`src/verilog/fcsh_map.vh`:
```
// constants of the fieldbus control and status handshake block
// assumes inclusion by the handshake logic and its helpers
`ifndef FCSH_MAP_VH
`define FCSH_MAP_VH

// exchange byte offsets
`define FCSH_OFS_STATE_FLAGS    1'h0
`define FCSH_OFS_CUR_JOB        1'h1
`define FCSH_OFS_REQ_FLAGS      1'h0
`define FCSH_OFS_REQ_JOB        1'h1

// sensor_state_flags bits
`define FCSH_ST_ONLINE          0
`define FCSH_ST_RUN_ACK         1
`define FCSH_ST_LOAD_ACK        3
`define FCSH_ST_LOAD_OK         4
`define FCSH_ST_READY           5
`define FCSH_ST_CAP_ACK         6

// host_request_flags bits
`define FCSH_RQ_RUN             0
`define FCSH_RQ_LOAD            1
`define FCSH_RQ_STARTUP         2
`define FCSH_RQ_CAPTURE         3

// compat_device_control bits
`define FCSH_CC_OFFLINE         0
`define FCSH_CC_JOB_CHANGE      1
`define FCSH_CC_LIGHTS_OFF      3
`define FCSH_CC_NUM_LO          8
`define FCSH_CC_NUM_HI          15

// compat_device_state bits
`define FCSH_CS_ONLINE          0
`define FCSH_CS_FAULT           4
`define FCSH_CS_LOAD_DONE       5
`define FCSH_CS_LOAD_FAIL       6

// compat_capture_control bits
`define FCSH_CA_TRIGGER         0

// reset values
`define FCSH_RST_BYTE           8'h00
`define FCSH_RST_WORD           16'h0000

// exchange timing
`define FCSH_CYCLE_MS           8
`define FCSH_CLK_MHZ            250
`define FCSH_CYCLE_CLKS         (`FCSH_CYCLE_MS * 1000 * `FCSH_CLK_MHZ)

`endif

```
`src/verilog/fcsh_tick.v`:
```
// exchange cycle timer: one pulse per update period
// assumes the system clock and reset of the handshake block
`timescale 1ns/1ps
`include "fcsh_map.vh"

module fcsh_tick #(
	parameter [20:0] CYCLE_CLKS = `FCSH_CYCLE_CLKS
) (
	// clock and reset
	input  wire        clk,
	input  wire        rst_n,
	// cycle pulse
	output reg         tick
);

reg [20:0] count;

always @(posedge clk or negedge rst_n) begin
	if (!rst_n) begin
		count <= 21'h000000;
		tick  <= 1'b0;
	end else if (count == CYCLE_CLKS - 21'h000001) begin
		count <= 21'h000000;
		tick  <= 1'b1;
	end else begin
		count <= count + 21'h000001;
		tick  <= 1'b0;
	end
end

endmodule

```
`src/verilog/fcsh_edge.v`:
```
// once-per-cycle sampler with edge detection against the last sample
// assumes sampled inputs are on the same clock as the block
`timescale 1ns/1ps

module fcsh_edge #(
	parameter W = 13
) (
	// clock and reset
	input  wire         clk,
	input  wire         rst_n,
	// sample strobe and data
	input  wire         tick,
	input  wire [W-1:0] din,
	// results
	output reg          stb,
	output reg  [W-1:0] smp,
	output wire [W-1:0] rise,
	output wire [W-1:0] fall
);

reg [W-1:0] prev;

always @(posedge clk or negedge rst_n) begin
	if (!rst_n) begin
		smp  <= {W{1'b0}};
		prev <= {W{1'b0}};
		stb  <= 1'b0;
	end else begin
		stb <= tick;
		if (tick) begin
			prev <= smp;
			smp  <= din;
		end
	end
end

assign rise = {W{stb}} & smp & ~prev;
assign fall = {W{stb}} & ~smp & prev;

endmodule

```
`src/verilog/fcsh_handshake.v`:
```
// fieldbus control and status handshake, device side
// assumes control bytes come from fieldbus logic on MCLK, loader and
// inspection engine also on MCLK
// exchange period set by CYCLE_CLKS, default 8 ms
`timescale 1ns/1ps
`include "fcsh_map.vh"

module fcsh_handshake #(
	parameter [20:0] CYCLE_CLKS = `FCSH_CYCLE_CLKS
) (
	// clock and reset
	input  wire        MCLK,
	input  wire        RST_N,
	// standard control bytes
	input  wire [7:0]  HOST_REQUEST_FLAGS,
	input  wire [7:0]  REQUESTED_JOB_NUMBER,
	// compatibility control modules
	input  wire        COMPAT_MODE,
	input  wire [15:0] COMPAT_DEVICE_CONTROL,
	input  wire [7:0]  COMPAT_CAPTURE_CONTROL,
	// standard status bytes
	output reg  [7:0]  SENSOR_STATE_FLAGS,
	output reg  [7:0]  CURRENT_JOB_NUMBER,
	// compatibility status module
	output reg  [15:0] COMPAT_DEVICE_STATE,
	// program loader
	output reg         LOAD_START,
	output reg  [7:0]  LOAD_NUMBER,
	output reg         LOAD_STARTUP,
	input  wire        LOAD_DONE,
	input  wire        LOAD_OK,
	// inspection engine
	output reg         RUN_ENABLE,
	output reg         CAPTURE_START,
	input  wire        INSPECT_BUSY,
	input  wire        TRIG_SRC_FIELDBUS,
	// illumination
	output reg         LIGHTS_OFF
);

localparam [1:0] S_OFF  = 2'b00;
localparam [1:0] S_ON   = 2'b01;
localparam [1:0] S_STOP = 2'b10;
localparam [1:0] S_LOAD = 2'b11;

// sample bundle positions
localparam I_RUN   = 0;
localparam I_LOAD  = 1;
localparam I_BOOT  = 2;
localparam I_TRIG  = 3;
localparam I_LIGHT = 4;
localparam I_NUM   = 5;

////////////////////////////////////////////////////////////////////////////
// state decode

// online covers running and stopping
function is_online;
	input [1:0] s;
	begin
		is_online = (s == S_ON) || (s == S_STOP);
	end
endfunction

// running excludes stopping
function is_running;
	input [1:0] s;
	begin
		is_running = (s == S_ON);
	end
endfunction

////////////////////////////////////////////////////////////////////////////
// exchange cycle and sampling

wire        tick;
wire        stb;
wire [12:0] smp;
wire [12:0] rise;
wire [12:0] fall;
reg  [12:0] bundle;

fcsh_tick #(
	.CYCLE_CLKS (CYCLE_CLKS)
) u_tick (
	.clk   (MCLK),
	.rst_n (RST_N),
	.tick  (tick)
);

// unsupported control bits never enter the bundle
always @* begin
	bundle = 13'h0000;
	if (COMPAT_MODE) begin
		bundle[I_RUN]   = ~COMPAT_DEVICE_CONTROL[`FCSH_CC_OFFLINE];
		bundle[I_LOAD]  = COMPAT_DEVICE_CONTROL[`FCSH_CC_JOB_CHANGE];
		bundle[I_BOOT]  = 1'b0;
		bundle[I_TRIG]  = COMPAT_CAPTURE_CONTROL[`FCSH_CA_TRIGGER];
		bundle[I_LIGHT] = COMPAT_DEVICE_CONTROL[`FCSH_CC_LIGHTS_OFF];
		bundle[12:I_NUM] =
			COMPAT_DEVICE_CONTROL[`FCSH_CC_NUM_HI:`FCSH_CC_NUM_LO];
	end else begin
		bundle[I_RUN]   = HOST_REQUEST_FLAGS[`FCSH_RQ_RUN];
		bundle[I_LOAD]  = HOST_REQUEST_FLAGS[`FCSH_RQ_LOAD];
		bundle[I_BOOT]  = HOST_REQUEST_FLAGS[`FCSH_RQ_STARTUP];
		bundle[I_TRIG]  = HOST_REQUEST_FLAGS[`FCSH_RQ_CAPTURE];
		bundle[I_LIGHT] = 1'b0;
		bundle[12:I_NUM] = REQUESTED_JOB_NUMBER;
	end
end

fcsh_edge #(
	.W (13)
) u_edge (
	.clk   (MCLK),
	.rst_n (RST_N),
	.tick  (tick),
	.din   (bundle),
	.stb   (stb),
	.smp   (smp),
	.rise  (rise),
	.fall  (fall)
);

////////////////////////////////////////////////////////////////////////////
// state

reg  [1:0] state;
reg        job_loaded;
reg  [7:0] job_id;
reg        run_ack;
reg        load_ack;
reg        load_ok;
reg        cap_ack;
reg        ready;
reg        c_done;
reg        c_fail;

wire online     = is_online(state);
wire std_on     = !COMPAT_MODE && rise[I_RUN];
wire cmp_on     = COMPAT_MODE && stb && smp[I_RUN] && job_loaded;
wire go_off     = stb && !smp[I_RUN];
wire stop_done  = (state == S_STOP) && !INSPECT_BUSY;
wire load_fin   = (state == S_LOAD) && LOAD_DONE;
wire next_ready = is_running(state) && !INSPECT_BUSY && !CAPTURE_START;
wire cap_go     = rise[I_TRIG] && ready && TRIG_SRC_FIELDBUS;

always @(posedge MCLK or negedge RST_N) begin
	if (!RST_N) begin
		state         <= S_OFF;
		job_loaded    <= 1'b0;
		job_id        <= `FCSH_RST_BYTE;
		LOAD_START    <= 1'b0;
		LOAD_NUMBER   <= `FCSH_RST_BYTE;
		LOAD_STARTUP  <= 1'b0;
		load_ok       <= 1'b0;
		c_done        <= 1'b0;
		c_fail        <= 1'b0;
	end else begin
		LOAD_START <= 1'b0;
		case (state)
		S_OFF: begin
			if (rise[I_LOAD]) begin
				LOAD_START   <= 1'b1;
				LOAD_NUMBER  <= smp[12:I_NUM];
				LOAD_STARTUP <= smp[I_BOOT];
				c_done       <= 1'b0;
				c_fail       <= 1'b0;
				state        <= S_LOAD;
			end else if ((std_on || cmp_on) && job_loaded) begin
				state <= S_ON;
			end
		end
		S_ON: begin
			if (go_off) begin
				state <= S_STOP;
			end
		end
		S_STOP: begin
			if (!INSPECT_BUSY) begin
				state <= S_OFF;
			end
		end
		S_LOAD: begin
			if (LOAD_DONE) begin
				load_ok <= LOAD_OK;
				c_done  <= LOAD_OK;
				c_fail  <= !LOAD_OK;
				if (LOAD_OK) begin
					job_id     <= LOAD_NUMBER;
					job_loaded <= 1'b1;
				end
				state <= S_OFF;
			end
		end
		default: begin
			state <= S_OFF;
		end
		endcase
	end
end

////////////////////////////////////////////////////////////////////////////
// acknowledges, set wins over clear

always @(posedge MCLK or negedge RST_N) begin
	if (!RST_N) begin
		run_ack  <= 1'b0;
		load_ack <= 1'b0;
		cap_ack  <= 1'b0;
		ready    <= 1'b0;
	end else begin
		if (std_on) begin
			run_ack <= 1'b1;
		end else if (stop_done || (fall[I_RUN] && state == S_OFF)) begin
			run_ack <= 1'b0;
		end
		if (load_fin) begin
			load_ack <= 1'b1;
		end else if (fall[I_LOAD]) begin
			load_ack <= 1'b0;
		end
		if (rise[I_TRIG]) begin
			cap_ack <= 1'b1;
		end else if (fall[I_TRIG]) begin
			cap_ack <= 1'b0;
		end
		ready <= next_ready;
	end
end

////////////////////////////////////////////////////////////////////////////
// engine, illumination and status outputs

always @(posedge MCLK or negedge RST_N) begin
	if (!RST_N) begin
		RUN_ENABLE    <= 1'b0;
		CAPTURE_START <= 1'b0;
		LIGHTS_OFF    <= 1'b0;
	end else begin
		RUN_ENABLE    <= is_running(state);
		CAPTURE_START <= cap_go;
		LIGHTS_OFF    <= COMPAT_MODE && smp[I_LIGHT];
	end
end

reg [7:0]  next_flags;
reg [15:0] next_cstate;

always @* begin
	next_flags = `FCSH_RST_BYTE;
	next_flags[`FCSH_ST_ONLINE]   = online;
	next_flags[`FCSH_ST_RUN_ACK]  = run_ack;
	next_flags[`FCSH_ST_LOAD_ACK] = load_ack;
	next_flags[`FCSH_ST_LOAD_OK]  = load_ok;
	next_flags[`FCSH_ST_READY]    = ready;
	next_flags[`FCSH_ST_CAP_ACK]  = cap_ack;
	next_cstate = `FCSH_RST_WORD;
	next_cstate[`FCSH_CS_ONLINE]    = online;
	next_cstate[`FCSH_CS_FAULT]     = 1'b0;
	next_cstate[`FCSH_CS_LOAD_DONE] = c_done;
	next_cstate[`FCSH_CS_LOAD_FAIL] = c_fail;
end

always @(posedge MCLK or negedge RST_N) begin
	if (!RST_N) begin
		SENSOR_STATE_FLAGS  <= `FCSH_RST_BYTE;
		CURRENT_JOB_NUMBER  <= `FCSH_RST_BYTE;
		COMPAT_DEVICE_STATE <= `FCSH_RST_WORD;
	end else begin
		SENSOR_STATE_FLAGS  <= next_flags;
		CURRENT_JOB_NUMBER  <= job_id;
		COMPAT_DEVICE_STATE <= next_cstate;
	end
end

endmodule

```
`config.mk`:
```
export PLATFORM = sky130hd
export DESIGN_NAME = fcsh_handshake
export DESIGN_NICKNAME = d
export VERILOG_FILES = /design/src/verilog/fcsh_tick.v /design/src/verilog/fcsh_edge.v /design/src/verilog/fcsh_handshake.v
export VERILOG_INCLUDE_DIRS = /design/src /design/src/verilog
export SDC_FILE = /design/constraint.sdc
export NUM_CORES = 1
export LEC_CHECK = 0
export BUFFER_PORTS_ARGS = -buffer_cell sky130_fd_sc_hd__buf_2
export CAP_MARGIN = 10
export CELL_PAD_IN_SITES_DETAIL_PLACEMENT = 0
export CELL_PAD_IN_SITES_GLOBAL_PLACEMENT = 2
export CORE_ASPECT_RATIO = 1.2
export CORE_MARGIN = 2
export CORE_UTILIZATION = 41
export CTS_BUF_LIST = sky130_fd_sc_hd__clkbuf_4 sky130_fd_sc_hd__clkbuf_8
export CTS_CLUSTER_SIZE = 40
export DETAILED_ROUTE_END_ITERATION = 8
export GPL_ROUTABILITY_DRIVEN = 1
export HOLD_SLACK_MARGIN = 0.06
export PLACE_DENSITY_LB_ADDON = 0.3
export SYNTH_ARGS = -nofsm -noshare
export SYNTH_HDL_FRONTEND = slang
export SYNTH_HIERARCHICAL = 1
export SYNTH_SLANG_ARGS = --single-unit
export TNS_END_PERCENT = 30
```
`constraint.sdc`:
```
create_clock -name MCLK -period 3.85 [get_ports MCLK]
set_clock_uncertainty 0.15 [all_clocks]
set_input_delay 0.1925 -clock MCLK [delete_from_list [all_inputs] [get_ports MCLK]]
set_output_delay 0.1925 -clock MCLK [all_outputs]
set_load 0.005 [all_outputs]
```
==> results.sh, run 1 <==
export IMPL_outcome="complete, no violations"
export IMPL_wl_met2_um=3280
export IMPL_m1WireLength_um=3010
export IMPL_die_area_um2=10100
export IMPL_drt_pass1_iterations=4
export IMPL_place_ws_ps=1410
export IMPL_wl_um=6630
export IMPL_post_dp_cell_area_um2=4110
export IMPL_numPortBuffers=60
export IMPL_final_core_util_pct=50.3
export IMPL_final_cells=494
export IMPL_drv_cap=0
export IMPL_path_class="register to register"
export IMPL_cts_root_buf="clkbuf_8"
export IMPL_whs_path_depth=3
export IMPL_finalInstanceArea_um2=4540
export IMPL_cts_buffers=9
export IMPL_dr_wl_met3_um=259
export IMPL_dp_hpwl_um=4490
export IMPL_via_per_inst=4.74
export IMPL_core_um2=9030
export IMPL_cpPeakStageDelay_ps=650
export IMPL_cp_depth=5
export IMPL_die_w_um=92.0
export IMPL_crit_path_start_kind="register"
export IMPL_pin_count=92
export IMPL_r2r_cells=5
export IMPL_cts_tree="built"
export IMPL_tightest_slew_ps=1060
export IMPL_rsz0062_at_grt="no"
export IMPL_die_height_um=110
export IMPL_postCtsSetupBuffers=0
export IMPL_grt_start_max_net_pins=87
export IMPL_cts_sinks=86
export IMPL_cts_hold_buffers=21
export IMPL_hold_viol=0
export IMPL_place_congestion=0.769
export IMPL_layout_common_cells="dfrtp_1 (86), buf_2 (59), mux2_2 (30)"
export IMPL_drive_above_1_share_pct=34.8
export IMPL_finalSetupTns_ps=0
export IMPL_finalMaxSlewViolations=0
export IMPL_htree_levels=3
export IMPL_netlist_area_um2=3810
export IMPL_hp_class="primary input to register"
export IMPL_layout_worst_path_cycle_share_pct=63.3
export IMPL_worstPathArrival_ps=2520
export IMPL_post_drt_wl_per_cell_um=13.4
export IMPL_top_layer_used="met4"
export IMPL_cp_cell_sequence="nand3_1, or4b_2, nor3_1, buf_4, nor2b_1"
export IMPL_setup_viol=0
export IMPL_ant_nets=0
export IMPL_setup_slack_ps=1410
export IMPL_syn_to_final_growth_pct=19.2
export IMPL_cp_top_family="simple AND/OR/NAND/NOR gates"
export IMPL_final_common_cell="dfrtp_1"
export IMPL_grt_pass1_vias=2338
export IMPL_cp_buffers_inverters=1
export IMPL_period_minus_slack_ps=2440
export IMPL_leakagePower_nw=2.33
export IMPL_antennaDiodeCount=0
export IMPL_initial_core_util_pct=42.2
export IMPL_yosys_warnings=6
export IMPL_placed_cells=457
export IMPL_final_net_count=421
export IMPL_rows=38
export IMPL_drtIter0Drc=86
export IMPL_grt_overflow_total=0
export IMPL_fmax_ghz=0.410
export IMPL_avgSynthCellArea_um2=13.2
export IMPL_end_kind="register"
export IMPL_cts_max_path_buffers=2
export IMPL_worstSkewPairLatency_ps=360
export IMPL_dr_total_vias=2343
export IMPL_antenna_found_initial=0
export IMPL_cp_max_fo=6
export IMPL_ir_worst_vdd_v=0.000219
export IMPL_grt_first_pass_wirelength_um=11400
export IMPL_drc=0
export IMPL_cts_resized=0
export IMPL_cp_required_ps=3940
export IMPL_track_usage_pct=14.5
export IMPL_cts_clk_slew_worst_paths_ps=90
export IMPL_max_slew_margin_pct=29.0
export IMPL_crit_path_top_delay_cell="or4b_2"
export IMPL_p_per_area_nw_per_um2=384
export IMPL_synth_cells=288
where the power goes:
| part | internal [W] | leakage (nW) | switching [W] |
|---|---|---|---|
| Combinational | 0.0000560 | 1.04 | 0.0000510 |
| Clock | 0.000376 | 0.117 | 0.000332 |
| Sequential | 0.000920 | 1.17 | 0.0000110 |
stage by stage:
step                      total power [W]  hold WS [ps]
after floorplan                   0.00100          -253
after global placement            0.00104           206
after detailed placement          0.00104           211
after CTS                         0.00177          61.2
after global routing              0.00183          64.2
final                             0.00175          66.4
state kept, by name, summed over array words and instances (netlist names), 2 cells and up:
register             count
u_tick/count            21
u_edge/prev              3
LOAD_NUMBER              8
state                    2
job_id                   8
COMPAT_DEVICE_STATE      3
u_edge/smp              13
CURRENT_JOB_NUMBER       8
SENSOR_STATE_FLAGS       5
worst paths after layout:
kind	startpoint	endpoint	slack, ps
min reg2reg	job_id[3]	CURRENT_JOB_NUMBER[3]	220
min	REQUESTED_JOB_NUMBER[7]	u_edge/smp[12]	70
max in group asynchronous	RST_N	u_tick/count[2]	2430
max reg2reg	u_tick/count[17]	u_tick/count[1]	1410
max	u_tick/count[17]	u_tick/count[1]	1410
min in group asynchronous	RST_N	LOAD_START	390
worst min-delay path: stages:
cell and delay, ps:
buf_2 70, mux2_2 140, mux2_2 130
area by class of cell:
cell class                 instances  area (µm²)
fill                             824        4490
multi-input combinational        182        1470
clock inverter                     7         103
inverter                           8        30.0
sequential                        86        2150
clock buffer                       9         124
tap                              120         150
timing repair buffer              82         520
per-layer routing:
layer  track usage (%)  vias up
met1              18.5     1156
met3              4.04        5
met4              4.48        0
met2              24.2       41
met5                 0        -
li1                  -     1141
Power figures use the tool's default switching activity.
==> run 2, diff against run 1 <==
--- a/config.mk
+++ b/config.mk
@@ -6,13 +6,14 @@
 export SDC_FILE = /design/constraint.sdc
 export NUM_CORES = 1
 export LEC_CHECK = 0
+export ABC_AREA = 1
 export BUFFER_PORTS_ARGS = -buffer_cell sky130_fd_sc_hd__buf_2
 export CAP_MARGIN = 10
 export CELL_PAD_IN_SITES_DETAIL_PLACEMENT = 0
 export CELL_PAD_IN_SITES_GLOBAL_PLACEMENT = 2
 export CORE_ASPECT_RATIO = 1.2
 export CORE_MARGIN = 2
-export CORE_UTILIZATION = 41
+export CORE_UTILIZATION = 30
 export CTS_BUF_LIST = sky130_fd_sc_hd__clkbuf_4 sky130_fd_sc_hd__clkbuf_8
 export CTS_CLUSTER_SIZE = 40
 export DETAILED_ROUTE_END_ITERATION = 8
==> constraint.sdc (replaced) <==
create_clock -name MCLK -period 2.21 [get_ports MCLK]
set_clock_uncertainty 0.15 [all_clocks]
set_input_delay 0.1105 -clock MCLK [delete_from_list [all_inputs] [get_ports MCLK]]
set_output_delay 0.1105 -clock MCLK [all_outputs]
set_load 0.005 [all_outputs]
==> results.sh, run 2 <==
export IMPL_reg2reg_to="u_tick/count[18]"
export IMPL_worstPathArrival_ps=1880
export IMPL_dr_wl_met3_um=342
export IMPL_syn_to_final_growth_pct=21.4
export IMPL_largest_reg_flops=21
export IMPL_wl_um=8560
export IMPL_worst_hold_slack_ps=104
export IMPL_ant_nets=0
export IMPL_avgSynthCellArea_um2=8.52
export IMPL_cts_clk_slew_worst_paths_ps=90
export IMPL_pin_count=92
export IMPL_worstSkewPairLatency_ps=350
export IMPL_cpPeakStageDelay_ps=550
export IMPL_ir_worst_vdd_v=0.000246
export IMPL_cp_cell_sequence="dlygate4sd3_1, buf_2, inv_2, nand2_1, nand2_1, dlygate4sd3_1, nand2_1, nand2_1"
export IMPL_max_flop_register="u_tick/count"
export IMPL_finalSetupTns_ps=0
export IMPL_hp_class="primary input to asynchronous set/reset pin"
export IMPL_hold_viol=0
export IMPL_final_cells=736
export IMPL_antennaDiodeCount=0
export IMPL_htree_levels=3
export IMPL_top_layer_used="met4"
export IMPL_dr_total_vias=3047
export IMPL_placed_cells=691
export IMPL_grt_start_max_net_pins=52
export IMPL_rr_startpoint="u_tick/count[1]"
export IMPL_post_drt_wl_per_cell_um=11.6
export IMPL_synth_cells=476
export IMPL_place_congestion=0.843
export IMPL_final_common_cell="nand2_1"
export IMPL_regToRegSetupSlack_ps=600
export IMPL_grt_overflow_total=0
export IMPL_path_class="primary input to register"
export IMPL_reg_largest_list="u_tick/count: 21 flops, u_edge/smp: 13 flops"
export IMPL_end_kind="register"
export IMPL_final_net_count=617
export IMPL_cts_tree="built"
export IMPL_drtIter0Drc=104
export IMPL_antenna_found_initial=0
export IMPL_wl_met2_um=4370
export IMPL_postCtsSetupBuffers=0
export IMPL_rsz0062_at_grt="no"
export IMPL_max_slew_margin_pct=54.0
export IMPL_crit_path_frequent_cell="nand2_1"
export IMPL_cts_resized=0
export IMPL_cts_sinks=86
export IMPL_die_height_um=131
export IMPL_fmax_ghz=0.557
export IMPL_r2r_cells=6
export IMPL_cts_max_path_buffers=2
export IMPL_crit_path_top_delay_cell="dlygate4sd3_1"
export IMPL_track_usage_pct=12.9
export IMPL_leakagePower_nw=2.63
export IMPL_drt_pass1_iterations=4
export IMPL_layout_worst_path_cycle_share_pct=81.2
export IMPL_outcome="complete, no violations"
export IMPL_numPortBuffers=60
export IMPL_drive_above_1_share_pct=19.4
export IMPL_die_w_um=110
export IMPL_m1WireLength_um=3720
export IMPL_layout_common_cells="nand2_1 (175), dfrtp_1 (86), buf_2 (59)"
export IMPL_cp_required_ps=2290
export IMPL_setup_viol=0
export IMPL_via_per_inst=4.14
export IMPL_grt_pass1_vias=3059
export IMPL_die_area_um2=14500
export IMPL_drv_cap=0
export IMPL_cp_max_fo=15
export IMPL_drc=0
export IMPL_finalMaxSlewViolations=0
export IMPL_core_um2=13200
export IMPL_yosys_warnings=6
export IMPL_rows=46
export IMPL_cts_buffers=9
export IMPL_initial_core_util_pct=30.6
export IMPL_cts_root_buf="clkbuf_8"
export IMPL_netlist_area_um2=4050
export IMPL_grt_first_pass_wirelength_um=14700
export IMPL_p_per_area_nw_per_um2=592
export IMPL_crit_path_start_kind="primary input"
export IMPL_tightest_slew_ps=690
export IMPL_period_minus_slack_ps=1790
export IMPL_dp_hpwl_um=6380
==> run 2: power by group <==
part / internal (W) / total, W / switching (W)
clock network: 0.000653 / 0.00119 / 0.000535
registers: 0.00158 / 0.00158 / 0.00000162
logic: 0.0000750 / 0.000147 / 0.0000719
==> run 2: metrics by stage <==
step / worst slack [ps] / area (µm²) / utilization, % / total power (W)
3_5_place_dp: 619 / 4400 / 33.2 / 0.00171
6_report: 416 / 4920 / 37.2 / 0.00291
5_1_grt: 290 / 4920 / 37.2 / 0.00306
3_3_place_gp: 655 / 4400 / 33.2 / 0.00171
4_1_cts: 411 / 4920 / 37.2 / 0.00297
2_1_floorplan: 789 / 4110 / - / 0.00166
==> run 2: worst max-delay path by stage <==
| stage | slack, ps | depth (start not counted) | start | endpoint |
|---|---|---|---|---|
| detailed placement | 620 | 6 | u_tick/count[1] | u_tick/count[18] |
| floorplan | 790 | 8 | u_tick/count[0] | u_tick/count[10] |
| finish | 420 | 8 | COMPAT_MODE | u_edge/smp[8] |
| CTS | 410 | 8 | COMPAT_MODE | u_edge/smp[0] |
| global placement | 660 | 6 | state[0] | LOAD_NUMBER[4] |
| global route | 290 | 8 | COMPAT_MODE | u_edge/smp[5] |
==> run 2: critical path, delay by kind of cell <==
| family | cells | cell delay (ps) |
|---|---|---|
| and+or+nand+nor | 4 | 260 |
| buffers and inverters | 4 | 1490 |
==> run 2: area by class of cell <==
cell class	count	area, µm²
timing repair buffer	92	633
fill	1404	8320
clock buffer	10	138
inverter	53	206
multi-input combinational	323	1510
clock inverter	4	72.6
sequential	86	2150
tap	168	210
==> run 2: routing by layer <==
metal  track usage, %  vias to the layer above
met5                0                        -
met4             4.79                        0
met3             2.63                        7
met2             22.2                       64
met1             15.8                     1383
li1                 -                     1593
==> run 2: repair_timing <==
| action | CTS | global route |
|---|---|---|
| endpoints found under the setup margin | 0 | 0 |
| endpoints found under the hold margin | 112 | 0 |
| hold buffers | 31 | 0 |
